[src/include/cdcfg_cfg.svh]
// Offsets, field positions, reset values and page codes of the converter configuration registers
`ifndef CDCFG_CFG_SVH
`define CDCFG_CFG_SVH

`define CDCFG_PAGE_OFFS_A     24'h610000
`define CDCFG_PAGE_OFFS_B     24'h610100
`define CDCFG_PAGE_GAIN_A     24'h610005
`define CDCFG_PAGE_GAIN_B     24'h610105
`define CDCFG_PAGE_MAIN_A     24'h680000
`define CDCFG_PAGE_MAIN_B     24'h680001

`define CDCFG_OFS_CORE_RST    8'h00
`define CDCFG_OFS_OFFSET_CTL  8'h68
`define CDCFG_OFS_BAND_ZONE   8'hA2
`define CDCFG_OFS_GAIN        8'hA6
`define CDCFG_OFS_PAGE        8'hFF

`define CDCFG_BIT_FREEZE      7
`define CDCFG_BIT_REQ1_HI     5
`define CDCFG_BIT_DISABLE     2
`define CDCFG_BIT_REQ1_LO     1
`define CDCFG_OFFSET_MASK     8'hA6
`define CDCFG_BIT_CORE_RST    0
`define CDCFG_BIT_ZONE_EN     3
`define CDCFG_ZONE_MASK       8'h0F
`define CDCFG_GAIN_MASK       8'h0F
`define CDCFG_GAIN_MAX        4'hB

`define CDCFG_RST_VALUE       8'h00
`define CDCFG_HOLD_RUN        3'h3
`define CDCFG_HOLD_FROZEN     3'h7

`endif

[src/include/cdcfg_pkg.sv]
// Types shared by the converter configuration register bank
package cdcfg_pkg;
  typedef enum logic [2:0] {
    CDCFG_PG_NONE,
    CDCFG_PG_OFFS,
    CDCFG_PG_GAIN,
    CDCFG_PG_MAIN_A,
    CDCFG_PG_MAIN_B
  } cdcfg_page_t;

  typedef enum logic {
    CDCFG_CR_IDLE,
    CDCFG_CR_HIGH
  } cdcfg_core_rst_t;
endpackage

[src/rtl/cdcfg_chan.sv]
// One channel's offset corrector control and pre-downconverter gain registers
`include "cdcfg_cfg.svh"

module cdcfg_chan (
  input  wire logic       clk_in,          // 100 MHz clock
  input  wire logic       rst_n_in,        // Async reset, active low
  input  wire logic       offs_wr_in,      // Write offset control
  input  wire logic       gain_wr_in,      // Write gain
  input  wire logic [7:0] wdata_in,        // Write data
  output logic      [7:0] offs_reg_out,    // Offset control readback
  output logic      [7:0] gain_reg_out,    // Gain readback
  output logic            ofs_freeze_out,  // Estimation held
  output logic            ofs_bypass_out,  // Corrector bypassed
  output logic            ofs_bad_out,     // Unsupported hold code
  output logic      [3:0] gain_db_out,     // Applied gain in dB
  output logic            gain_bad_out     // Unsupported gain code
);
  logic [7:0] offs_r, offs_nxt;
  logic [7:0] gain_r, gain_nxt;
  logic [2:0] hold_code;

  always_comb begin
    offs_nxt = offs_r;
    gain_nxt = gain_r;
    if (offs_wr_in) begin
      offs_nxt = wdata_in & `CDCFG_OFFSET_MASK;
    end
    if (gain_wr_in) begin
      gain_nxt = wdata_in & `CDCFG_GAIN_MASK;
    end
  end

  always_ff @(posedge clk_in or negedge rst_n_in) begin
    if (!rst_n_in) begin
      offs_r <= `CDCFG_RST_VALUE;
      gain_r <= `CDCFG_RST_VALUE;
    end else begin
      offs_r <= offs_nxt;
      gain_r <= gain_nxt;
    end
  end

  assign hold_code = {offs_r[`CDCFG_BIT_FREEZE], offs_r[`CDCFG_BIT_REQ1_HI], offs_r[`CDCFG_BIT_REQ1_LO]};

  always_comb begin
    offs_reg_out   = offs_r;
    gain_reg_out   = gain_r;
    ofs_freeze_out = (hold_code == `CDCFG_HOLD_FROZEN);
    ofs_bad_out    = (hold_code != `CDCFG_HOLD_FROZEN) && (hold_code != `CDCFG_HOLD_RUN);
    ofs_bypass_out = offs_r[`CDCFG_BIT_DISABLE];
    gain_bad_out   = (gain_r[3:0] > `CDCFG_GAIN_MAX);
    // Unsupported codes apply no gain rather than an undefined scale
    gain_db_out    = gain_bad_out ? 4'h0 : gain_r[3:0];
  end
endmodule

[src/rtl/cdcfg_regs.sv]
// Converter digital configuration register bank for both channels
//
// The implementer's own choice: strobed register access.
`include "cdcfg_cfg.svh"

module cdcfg_regs (
  input  wire logic        clk_in,             // 100 MHz clock
  input  wire logic        rst_n_in,           // Async reset, active low
  input  wire logic [7:0]  addr_in,            // Register offset within page
  input  wire logic [7:0]  wdata_in,           // Write data
  input  wire logic        wr_in,              // Write strobe
  input  wire logic        rd_in,              // Read strobe
  output logic      [7:0]  rdata_out,          // Read data, cycle after rd_in
  output logic      [23:0] page_out,           // Selected page
  output logic             core_reset_out,     // Digital core reset pulse, both channels
  output logic             zone_en_a_out,      // Applied zone enable, channel A
  output logic      [2:0]  zone_a_out,         // Applied zone, channel A
  output logic             zone_en_b_out,      // Applied zone enable, channel B
  output logic      [2:0]  zone_b_out,         // Applied zone, channel B
  output logic      [1:0]  ofs_freeze_out,     // Estimation held, per channel
  output logic      [1:0]  ofs_bypass_out,     // Corrector bypassed, per channel
  output logic      [1:0]  ofs_bad_out,        // Unsupported hold code, per channel
  output logic      [7:0]  gain_db_out,        // Gain dB, B in [7:4], A in [3:0]
  output logic      [1:0]  gain_bad_out        // Unsupported gain code, per channel
);
  cdcfg_pkg::cdcfg_page_t     page_kind;
  cdcfg_pkg::cdcfg_core_rst_t cr_state_r, cr_state_nxt;
  logic        page_ch;
  logic [23:0] page_r, page_nxt;
  logic [7:0]  rdata_r, rdata_nxt;
  logic [7:0]  corerst_r, corerst_nxt;
  logic [7:0]  zone_a_r, zone_a_nxt, zone_b_r, zone_b_nxt;
  logic [3:0]  app_a_r, app_a_nxt, app_b_r, app_b_nxt;
  logic        core_rst_r, core_rst_nxt;
  logic [1:0]  freeze_r, bypass_r, obad_r, gbad_r;
  logic [1:0]  freeze_c, bypass_c, obad_c, gbad_c;
  logic [7:0]  gdb_r, gdb_c;
  logic [7:0]  offs_rd [2];
  logic [7:0]  gain_rd [2];
  logic        wr_pg, wr_core, wr_zone;
  logic [1:0]  offs_wr, gain_wr;

  // Page decode: channel pages are told apart by the page code alone
  always_comb begin
    page_kind = cdcfg_pkg::CDCFG_PG_NONE;
    page_ch   = 1'b0;
    unique case (page_r)
      `CDCFG_PAGE_OFFS_A: page_kind = cdcfg_pkg::CDCFG_PG_OFFS;
      `CDCFG_PAGE_OFFS_B: begin
        page_kind = cdcfg_pkg::CDCFG_PG_OFFS;
        page_ch   = 1'b1;
      end
      `CDCFG_PAGE_GAIN_A: page_kind = cdcfg_pkg::CDCFG_PG_GAIN;
      `CDCFG_PAGE_GAIN_B: begin
        page_kind = cdcfg_pkg::CDCFG_PG_GAIN;
        page_ch   = 1'b1;
      end
      `CDCFG_PAGE_MAIN_A: page_kind = cdcfg_pkg::CDCFG_PG_MAIN_A;
      `CDCFG_PAGE_MAIN_B: page_kind = cdcfg_pkg::CDCFG_PG_MAIN_B;
      default: page_kind = cdcfg_pkg::CDCFG_PG_NONE;
    endcase
  end

  always_comb begin
    wr_pg   = wr_in && (addr_in == `CDCFG_OFS_PAGE);
    wr_core = wr_in && (addr_in == `CDCFG_OFS_CORE_RST)
              && ((page_kind == cdcfg_pkg::CDCFG_PG_MAIN_A) || (page_kind == cdcfg_pkg::CDCFG_PG_MAIN_B));
    wr_zone = wr_in && (addr_in == `CDCFG_OFS_BAND_ZONE)
              && ((page_kind == cdcfg_pkg::CDCFG_PG_MAIN_A) || (page_kind == cdcfg_pkg::CDCFG_PG_MAIN_B));
    offs_wr = 2'h0;
    gain_wr = 2'h0;
    if (wr_in && (addr_in == `CDCFG_OFS_OFFSET_CTL) && (page_kind == cdcfg_pkg::CDCFG_PG_OFFS)) begin
      offs_wr[page_ch] = 1'b1;
    end
    if (wr_in && (addr_in == `CDCFG_OFS_GAIN) && (page_kind == cdcfg_pkg::CDCFG_PG_GAIN)) begin
      gain_wr[page_ch] = 1'b1;
    end
  end

  generate
    for (genvar ch = 0; ch < 2; ch++) begin : g_chan
      cdcfg_chan u_chan (
        .clk_in         (clk_in),
        .rst_n_in       (rst_n_in),
        .offs_wr_in     (offs_wr[ch]),
        .gain_wr_in     (gain_wr[ch]),
        .wdata_in       (wdata_in),
        .offs_reg_out   (offs_rd[ch]),
        .gain_reg_out   (gain_rd[ch]),
        .ofs_freeze_out (freeze_c[ch]),
        .ofs_bypass_out (bypass_c[ch]),
        .ofs_bad_out    (obad_c[ch]),
        .gain_db_out    (gdb_c[4*ch +: 4]),
        .gain_bad_out   (gbad_c[ch])
      );
    end
  endgenerate

  // Page select is three bytes written low first through one window register
  always_comb begin
    page_nxt = page_r;
    if (wr_pg) begin
      page_nxt = {wdata_in, page_r[23:8]};
    end
  end

  // Register file writes; the core reset bit is shared by both main pages
  always_comb begin
    corerst_nxt = corerst_r;
    zone_a_nxt  = zone_a_r;
    zone_b_nxt  = zone_b_r;
    if (wr_core) begin
      corerst_nxt = wdata_in & 8'h01;
    end
    if (wr_zone && (page_kind == cdcfg_pkg::CDCFG_PG_MAIN_A)) begin
      zone_a_nxt = wdata_in & `CDCFG_ZONE_MASK;
    end
    if (wr_zone && (page_kind == cdcfg_pkg::CDCFG_PG_MAIN_B)) begin
      zone_b_nxt = wdata_in & `CDCFG_ZONE_MASK;
    end
  end

  // Reset pulse detection: a 0 to 1 write raises the pulse, which holds until the 1 to 0 write drops it
  always_comb begin
    cr_state_nxt = cr_state_r;
    core_rst_nxt = 1'b0;
    app_a_nxt    = app_a_r;
    app_b_nxt    = app_b_r;
    unique case (cr_state_r)
      cdcfg_pkg::CDCFG_CR_IDLE: begin
        if (corerst_r[`CDCFG_BIT_CORE_RST]) begin
          cr_state_nxt = cdcfg_pkg::CDCFG_CR_HIGH;
          core_rst_nxt = 1'b1;
        end
      end
      cdcfg_pkg::CDCFG_CR_HIGH: begin
        core_rst_nxt = 1'b1;
        if (!corerst_r[`CDCFG_BIT_CORE_RST]) begin
          cr_state_nxt = cdcfg_pkg::CDCFG_CR_IDLE;
          // Zones land on the edge the reset drops, so the core never sees half-applied zones
          core_rst_nxt = 1'b0;
          // Zone code only counts when its enable was latched with it
          app_a_nxt    = zone_a_r[`CDCFG_BIT_ZONE_EN] ? zone_a_r[3:0] : 4'h0;
          app_b_nxt    = zone_b_r[`CDCFG_BIT_ZONE_EN] ? zone_b_r[3:0] : 4'h0;
        end
      end
    endcase
  end

  always_comb begin
    rdata_nxt = 8'h00;
    if (rd_in) begin
      unique case (addr_in)
        `CDCFG_OFS_PAGE: rdata_nxt = page_r[7:0];
        `CDCFG_OFS_CORE_RST: begin
          if (page_kind == cdcfg_pkg::CDCFG_PG_MAIN_A || page_kind == cdcfg_pkg::CDCFG_PG_MAIN_B) begin
            rdata_nxt = corerst_r;
          end
        end
        `CDCFG_OFS_BAND_ZONE: begin
          if (page_kind == cdcfg_pkg::CDCFG_PG_MAIN_A) begin
            rdata_nxt = zone_a_r;
          end else if (page_kind == cdcfg_pkg::CDCFG_PG_MAIN_B) begin
            rdata_nxt = zone_b_r;
          end
        end
        `CDCFG_OFS_OFFSET_CTL: begin
          if (page_kind == cdcfg_pkg::CDCFG_PG_OFFS) begin
            rdata_nxt = offs_rd[page_ch];
          end
        end
        `CDCFG_OFS_GAIN: begin
          if (page_kind == cdcfg_pkg::CDCFG_PG_GAIN) begin
            rdata_nxt = gain_rd[page_ch];
          end
        end
        default: rdata_nxt = 8'h00;
      endcase
    end
  end

  always_ff @(posedge clk_in or negedge rst_n_in) begin
    if (!rst_n_in) begin
      page_r     <= 24'h000000;
      rdata_r    <= 8'h00;
      corerst_r  <= `CDCFG_RST_VALUE;
      zone_a_r   <= `CDCFG_RST_VALUE;
      zone_b_r   <= `CDCFG_RST_VALUE;
      app_a_r    <= 4'h0;
      app_b_r    <= 4'h0;
      cr_state_r <= cdcfg_pkg::CDCFG_CR_IDLE;
      core_rst_r <= 1'b0;
      freeze_r   <= 2'h0;
      bypass_r   <= 2'h0;
      obad_r     <= 2'h0;
      gbad_r     <= 2'h0;
      gdb_r      <= 8'h00;
    end else begin
      page_r     <= page_nxt;
      rdata_r    <= rdata_nxt;
      corerst_r  <= corerst_nxt;
      zone_a_r   <= zone_a_nxt;
      zone_b_r   <= zone_b_nxt;
      app_a_r    <= app_a_nxt;
      app_b_r    <= app_b_nxt;
      cr_state_r <= cr_state_nxt;
      core_rst_r <= core_rst_nxt;
      freeze_r   <= freeze_c;
      bypass_r   <= bypass_c;
      obad_r     <= obad_c;
      gbad_r     <= gbad_c;
      gdb_r      <= gdb_c;
    end
  end

  assign rdata_out      = rdata_r;
  assign page_out       = page_r;
  assign core_reset_out = core_rst_r;
  assign zone_en_a_out  = app_a_r[`CDCFG_BIT_ZONE_EN];
  assign zone_a_out     = app_a_r[2:0];
  assign zone_en_b_out  = app_b_r[`CDCFG_BIT_ZONE_EN];
  assign zone_b_out     = app_b_r[2:0];
  assign ofs_freeze_out = freeze_r;
  assign ofs_bypass_out = bypass_r;
  assign ofs_bad_out    = obad_r;
  assign gain_db_out    = gdb_r;
  assign gain_bad_out   = gbad_r;
endmodule

[config.mk]
export PLATFORM = sky130hd
export DESIGN_NAME = cdcfg_regs
export DESIGN_NICKNAME = d
export VERILOG_FILES = /design/src/include/cdcfg_pkg.sv /design/src/rtl/cdcfg_chan.sv /design/src/rtl/cdcfg_regs.sv
export VERILOG_INCLUDE_DIRS = /design/src /design/src/include
export SDC_FILE = /design/constraint.sdc
export NUM_CORES = 1
export LEC_CHECK = 0
export BUFFER_PORTS_ARGS = -buffer_cell sky130_fd_sc_hd__buf_2
export CORE_MARGIN = 4
export CORE_UTILIZATION = 53
export DETAILED_ROUTE_END_ITERATION = 16
export GPL_TIMING_DRIVEN = 0
export PLACE_DENSITY = 0.88
export SKIP_LAST_GASP = 1
export SYNTH_ARGS = -nofsm -noshare
export SYNTH_HDL_FRONTEND = slang
export SYNTH_SLANG_ARGS = --single-unit
export TNS_END_PERCENT = 1
[constraint.sdc]
create_clock -name clk_in -period 3.6 [get_ports clk_in]
set_clock_uncertainty 0.2 [all_clocks]
set_input_delay 0 -clock clk_in [delete_from_list [all_inputs] [get_ports clk_in]]
set_output_delay 0 -clock clk_in [all_outputs]
set_load 0.01 [all_outputs]
==> results.md <==
* Status: finished clean
* Number of global-route vias before repair at 2653
* Post-route insts no fill at 447
* Starting Density at 55.1%
* Routed len/inst at 18.2 um
* Synth area leaders: dfrtp_1 (58%), mux2_2 (20%), nand2_1 (2.0%)
* Setup_tns at 0 ps
* Antenna viol nets, final at 0
* Seq/Total Area, Yosys at roughly three fifths
* Mapped Area at approximately 3500 um2
* Worst path required time at around 3600 ps
* Area growth, synth to finish at 26.0%
* Clk slew on worst S/H paths at 90 ps
* # nets final at 385
* M2 GR Usage at 36.6%
* Count leader, synth: dfrtp_1
* DRC viols at 0
* Detailed Place HPWL at 5.56 mm
* TritonCTS buffer count at 9
* GRT met3 Usage at 5.16%
* Clock Tree Root: clkbuf_8
* Vias per inst at 5.63
* Worst path cell trace: nor4b_1, nand2_1, nor3_4, nand4_2, mux2_1, dlygate4sd3_1
* Syn_nets at 274
* Leak at 0.00235 uW
* Total track usage at between 20% and 30%
* H-tree depth at 3
* VDD IR-drop max at approximately 0.00026 V
* Core area at around 6400 um2
* Post-synth top area share at about three fifths
* Global route overflow at 0
* Die Width at 89.5 um
* Port Buffers at 75
* Die ar. at about 8000 um2
* Post-synth top flop: dfrtp_1
* Slew @ Worst Pin at 574 ps
* Xor/xnor share of the synthesized area at 0.249%
* CTS tree: built
* I/O pin cnt at between 70 and 80
* TritonCTS Sinks at between 80 and 90
* Async S/R FF share, synth at 100%
* Synth area leader: dfrtp_1
* Met1 GRT Util at 27.6%
* Max Clk Rate at 354 MHz
* Clk_lat worst skew at between 300 and 400 ps
* Placer Congestion at 0.930
* Syn. warnings at 0
* Share of cells above drive strength 1 at 47.6%
* Initial antenna violation count at 0
* Critical path class: reg -> reg
* Synth Area in Compound Gates at 3.81%
* Final worst-path cycle share at 78.4%
* Crit-path max cell delay at about 550 ps
* Number of flops mapped to enable cells by yosys at 0
* Total routed wirelength at about 8.1 mm
* Gate Count Post-Synth at between 200 and 300
* Critical path arrival at 2870 ps
* Cell variety after synth at 38
* Rows at 29
* PwrDens at between 300 and 400 nW/um2
* Mapped Avg Cell Area at 13.8 um2
* Post-Place Cells at 407
* Critical Path End Type: flip-flop
* Synth Area in Simple Gates at between 10% and 20%
* RSZ-0062 raised after global routing: false
* FF+latch count, synth at 82
* Die Ht at slightly below 90 um
* Slew Limit Fails at 0
* Final setup viols at 0
* Pin count of the biggest net entering global routing at 69
* Drt first pass iters at 4
* Hold WC Path Type: in -> reg
* Mux contribution to synthesized area at 20.2%
* DR iter-0 viols at between 100 and 150
* Post-synth top cells: dfrtp_1 (82), mux2_2 (62), nand2_1 (19), a22oi_1 (9), nor2b_1 (9)
* Fill count at 451
* CP max stage cell: dlygate4sd3_1
* CTS max path bufs at 2
* Post-Synth Adder-Cell Area at 0%
* Min cycle time layout at between 2000 and 3000 ps
* Post-CTS Setup Bufs at 0
* Worst Path Max Fanout at 4
* Hold Fails Final Rpt at 0
* Tot Pwr at 1610 uW
* Top Usage Layer GRT: met2
* First-pass GRT wire length at 13.1 mm
* Largest family of logic cells by synthesized area: multiplexers
* Slew margin rel. at 61.6%
* Maxcap violations at 0
* Startpoint types: flip-flop
* Via count at 2516
* Ant diodes at 0
worst max-delay path, delay by kind of cell (launching register included):
kind          cells  cell delay (ps)
buf+inv           1              550
flops             1              420
mux               1              350
simple gates      4             1170
routing by layer:
| metal | routed length (um) | share of wire, % | vias up |
|---|---|---|---|
| met5 | 0 | 0 | - |
| met4 | 172 | 2.1 | 0 |
| met3 | 585 | 7.2 | 20 |
| met2 | 4010 | 49 | 103 |
| met1 | 3350 | 41 | 1236 |
| li1 | - | - | 1157 |
worst paths after layout:
path                                                  start                               end  slack (ps)  depth (start not counted)
max reg2reg                                    page_out[11]  g_chan[1].u_chan.offs_reg_out[5]         780                          6
max in group asynchronous                          rst_n_in                    gain_db_out[4]        1740                          4
min                                              addr_in[6]                      rdata_out[0]          30                          4
min reg2reg                g_chan[1].u_chan.offs_reg_out[2]                 ofs_bypass_out[1]         220                          0
min in group asynchronous                          rst_n_in                       zone_b_r[1]         510                          4
max                                            page_out[11]  g_chan[1].u_chan.offs_reg_out[5]         780                          6
logic make-up after synthesis:
logic type,Yosys count
AO/OA/AOI/OAI,21
XOR/XNOR,1
flip-flops,82
multiplexers,63
buffers and inverters,8
AND/OR/NAND/NOR,79
cell usage in the layout (no fill, tap or decap), types with 2 or more instances in the layout:
cell | netlist | layout
nand4b_2 | 2 | 2
buf_2 | 4 | 78
dfrtp_1 | 82 | 82
a22oi_1 | 9 | 9
mux2_2 | 62 | 62
a21oi_1 | 2 | 2
clkbuf_8 | 0 | 10
inv_1 | 2 | 2
clkinvlp_4 | 0 | 2
and2_1 | 2 | 2
o21ai_0 | 7 | 7
nor4_1 | 5 | 5
o22ai_1 | 2 | 2
nor4b_1 | 3 | 3
and3_1 | 6 | 6
nor4_4 | 2 | 2
clkinv_2 | 0 | 3
nand4_1 | 3 | 3
nand4_2 | 2 | 2
dlygate4sd3_1 | 0 | 24
nand3_1 | 3 | 3
nor3_4 | 2 | 2
nand2b_1 | 3 | 3
nor2_1 | 7 | 7
nand2_1 | 19 | 19
nor2b_1 | 9 | 9
clkbuf_1 | 1 | 2
sequential cells by signal (all words and copies together) (netlist names):
register,count
zone_b_r,4
ofs_bad_out,2
g_chan.u_chan.gain_reg_out,8
g_chan.u_chan.offs_reg_out,8
gain_bad_out,2
ofs_bypass_out,2
zone_a_r,4
app_a_r,4
gain_db_out,8
rdata_out,8
app_b_r,4
ofs_freeze_out,2
core_reset_out,1
corerst_r,1
page_out,24
power breakdown:
part | leakage (uW) | internal, uW | switching (uW)
Sequential | 0.00113 | 925 | 5.53
Combinational | 0.00113 | 36.8 | 51.3
Clock | 0.0000851 | 266 | 327
metrics by stage:
stage	worst slack [ps]	hold WS [ps]	utilization (%)	cell area (um2)
global route	591	30.9	69.4	4430
global placement	1300	31.6	62.5	3990
CTS	775	6.84	69.4	4430
finish	778	26.3	69.4	4430
floorplan	1450	-496	-	3520
detailed placement	1280	-333	62.9	4020
what timing repair did:
item,in CTS,in global routing
gates resized for setup,0,0
hold endpoints to repair,123,0
hold buffers,24,0
final cells by class:
type / instances / area (um2) / area share [%]
Clock inverter: 5 / 30.0 / 0.678
Clock buffer: 11 / 141 / 3.19
Buffer: 6 / 28.8 / 0.650
Timing Repair Buffer: 100 / 646 / 14.6
Inverter: 2 / 7.51 / 0.169
Sequential cell: 82 / 2050 / 46.3
Tap cell: 77 / 96.3 / 2.17
Multi-Input combinational cell: 164 / 1430 / 32.3
(Power assumes the default switching activity.)
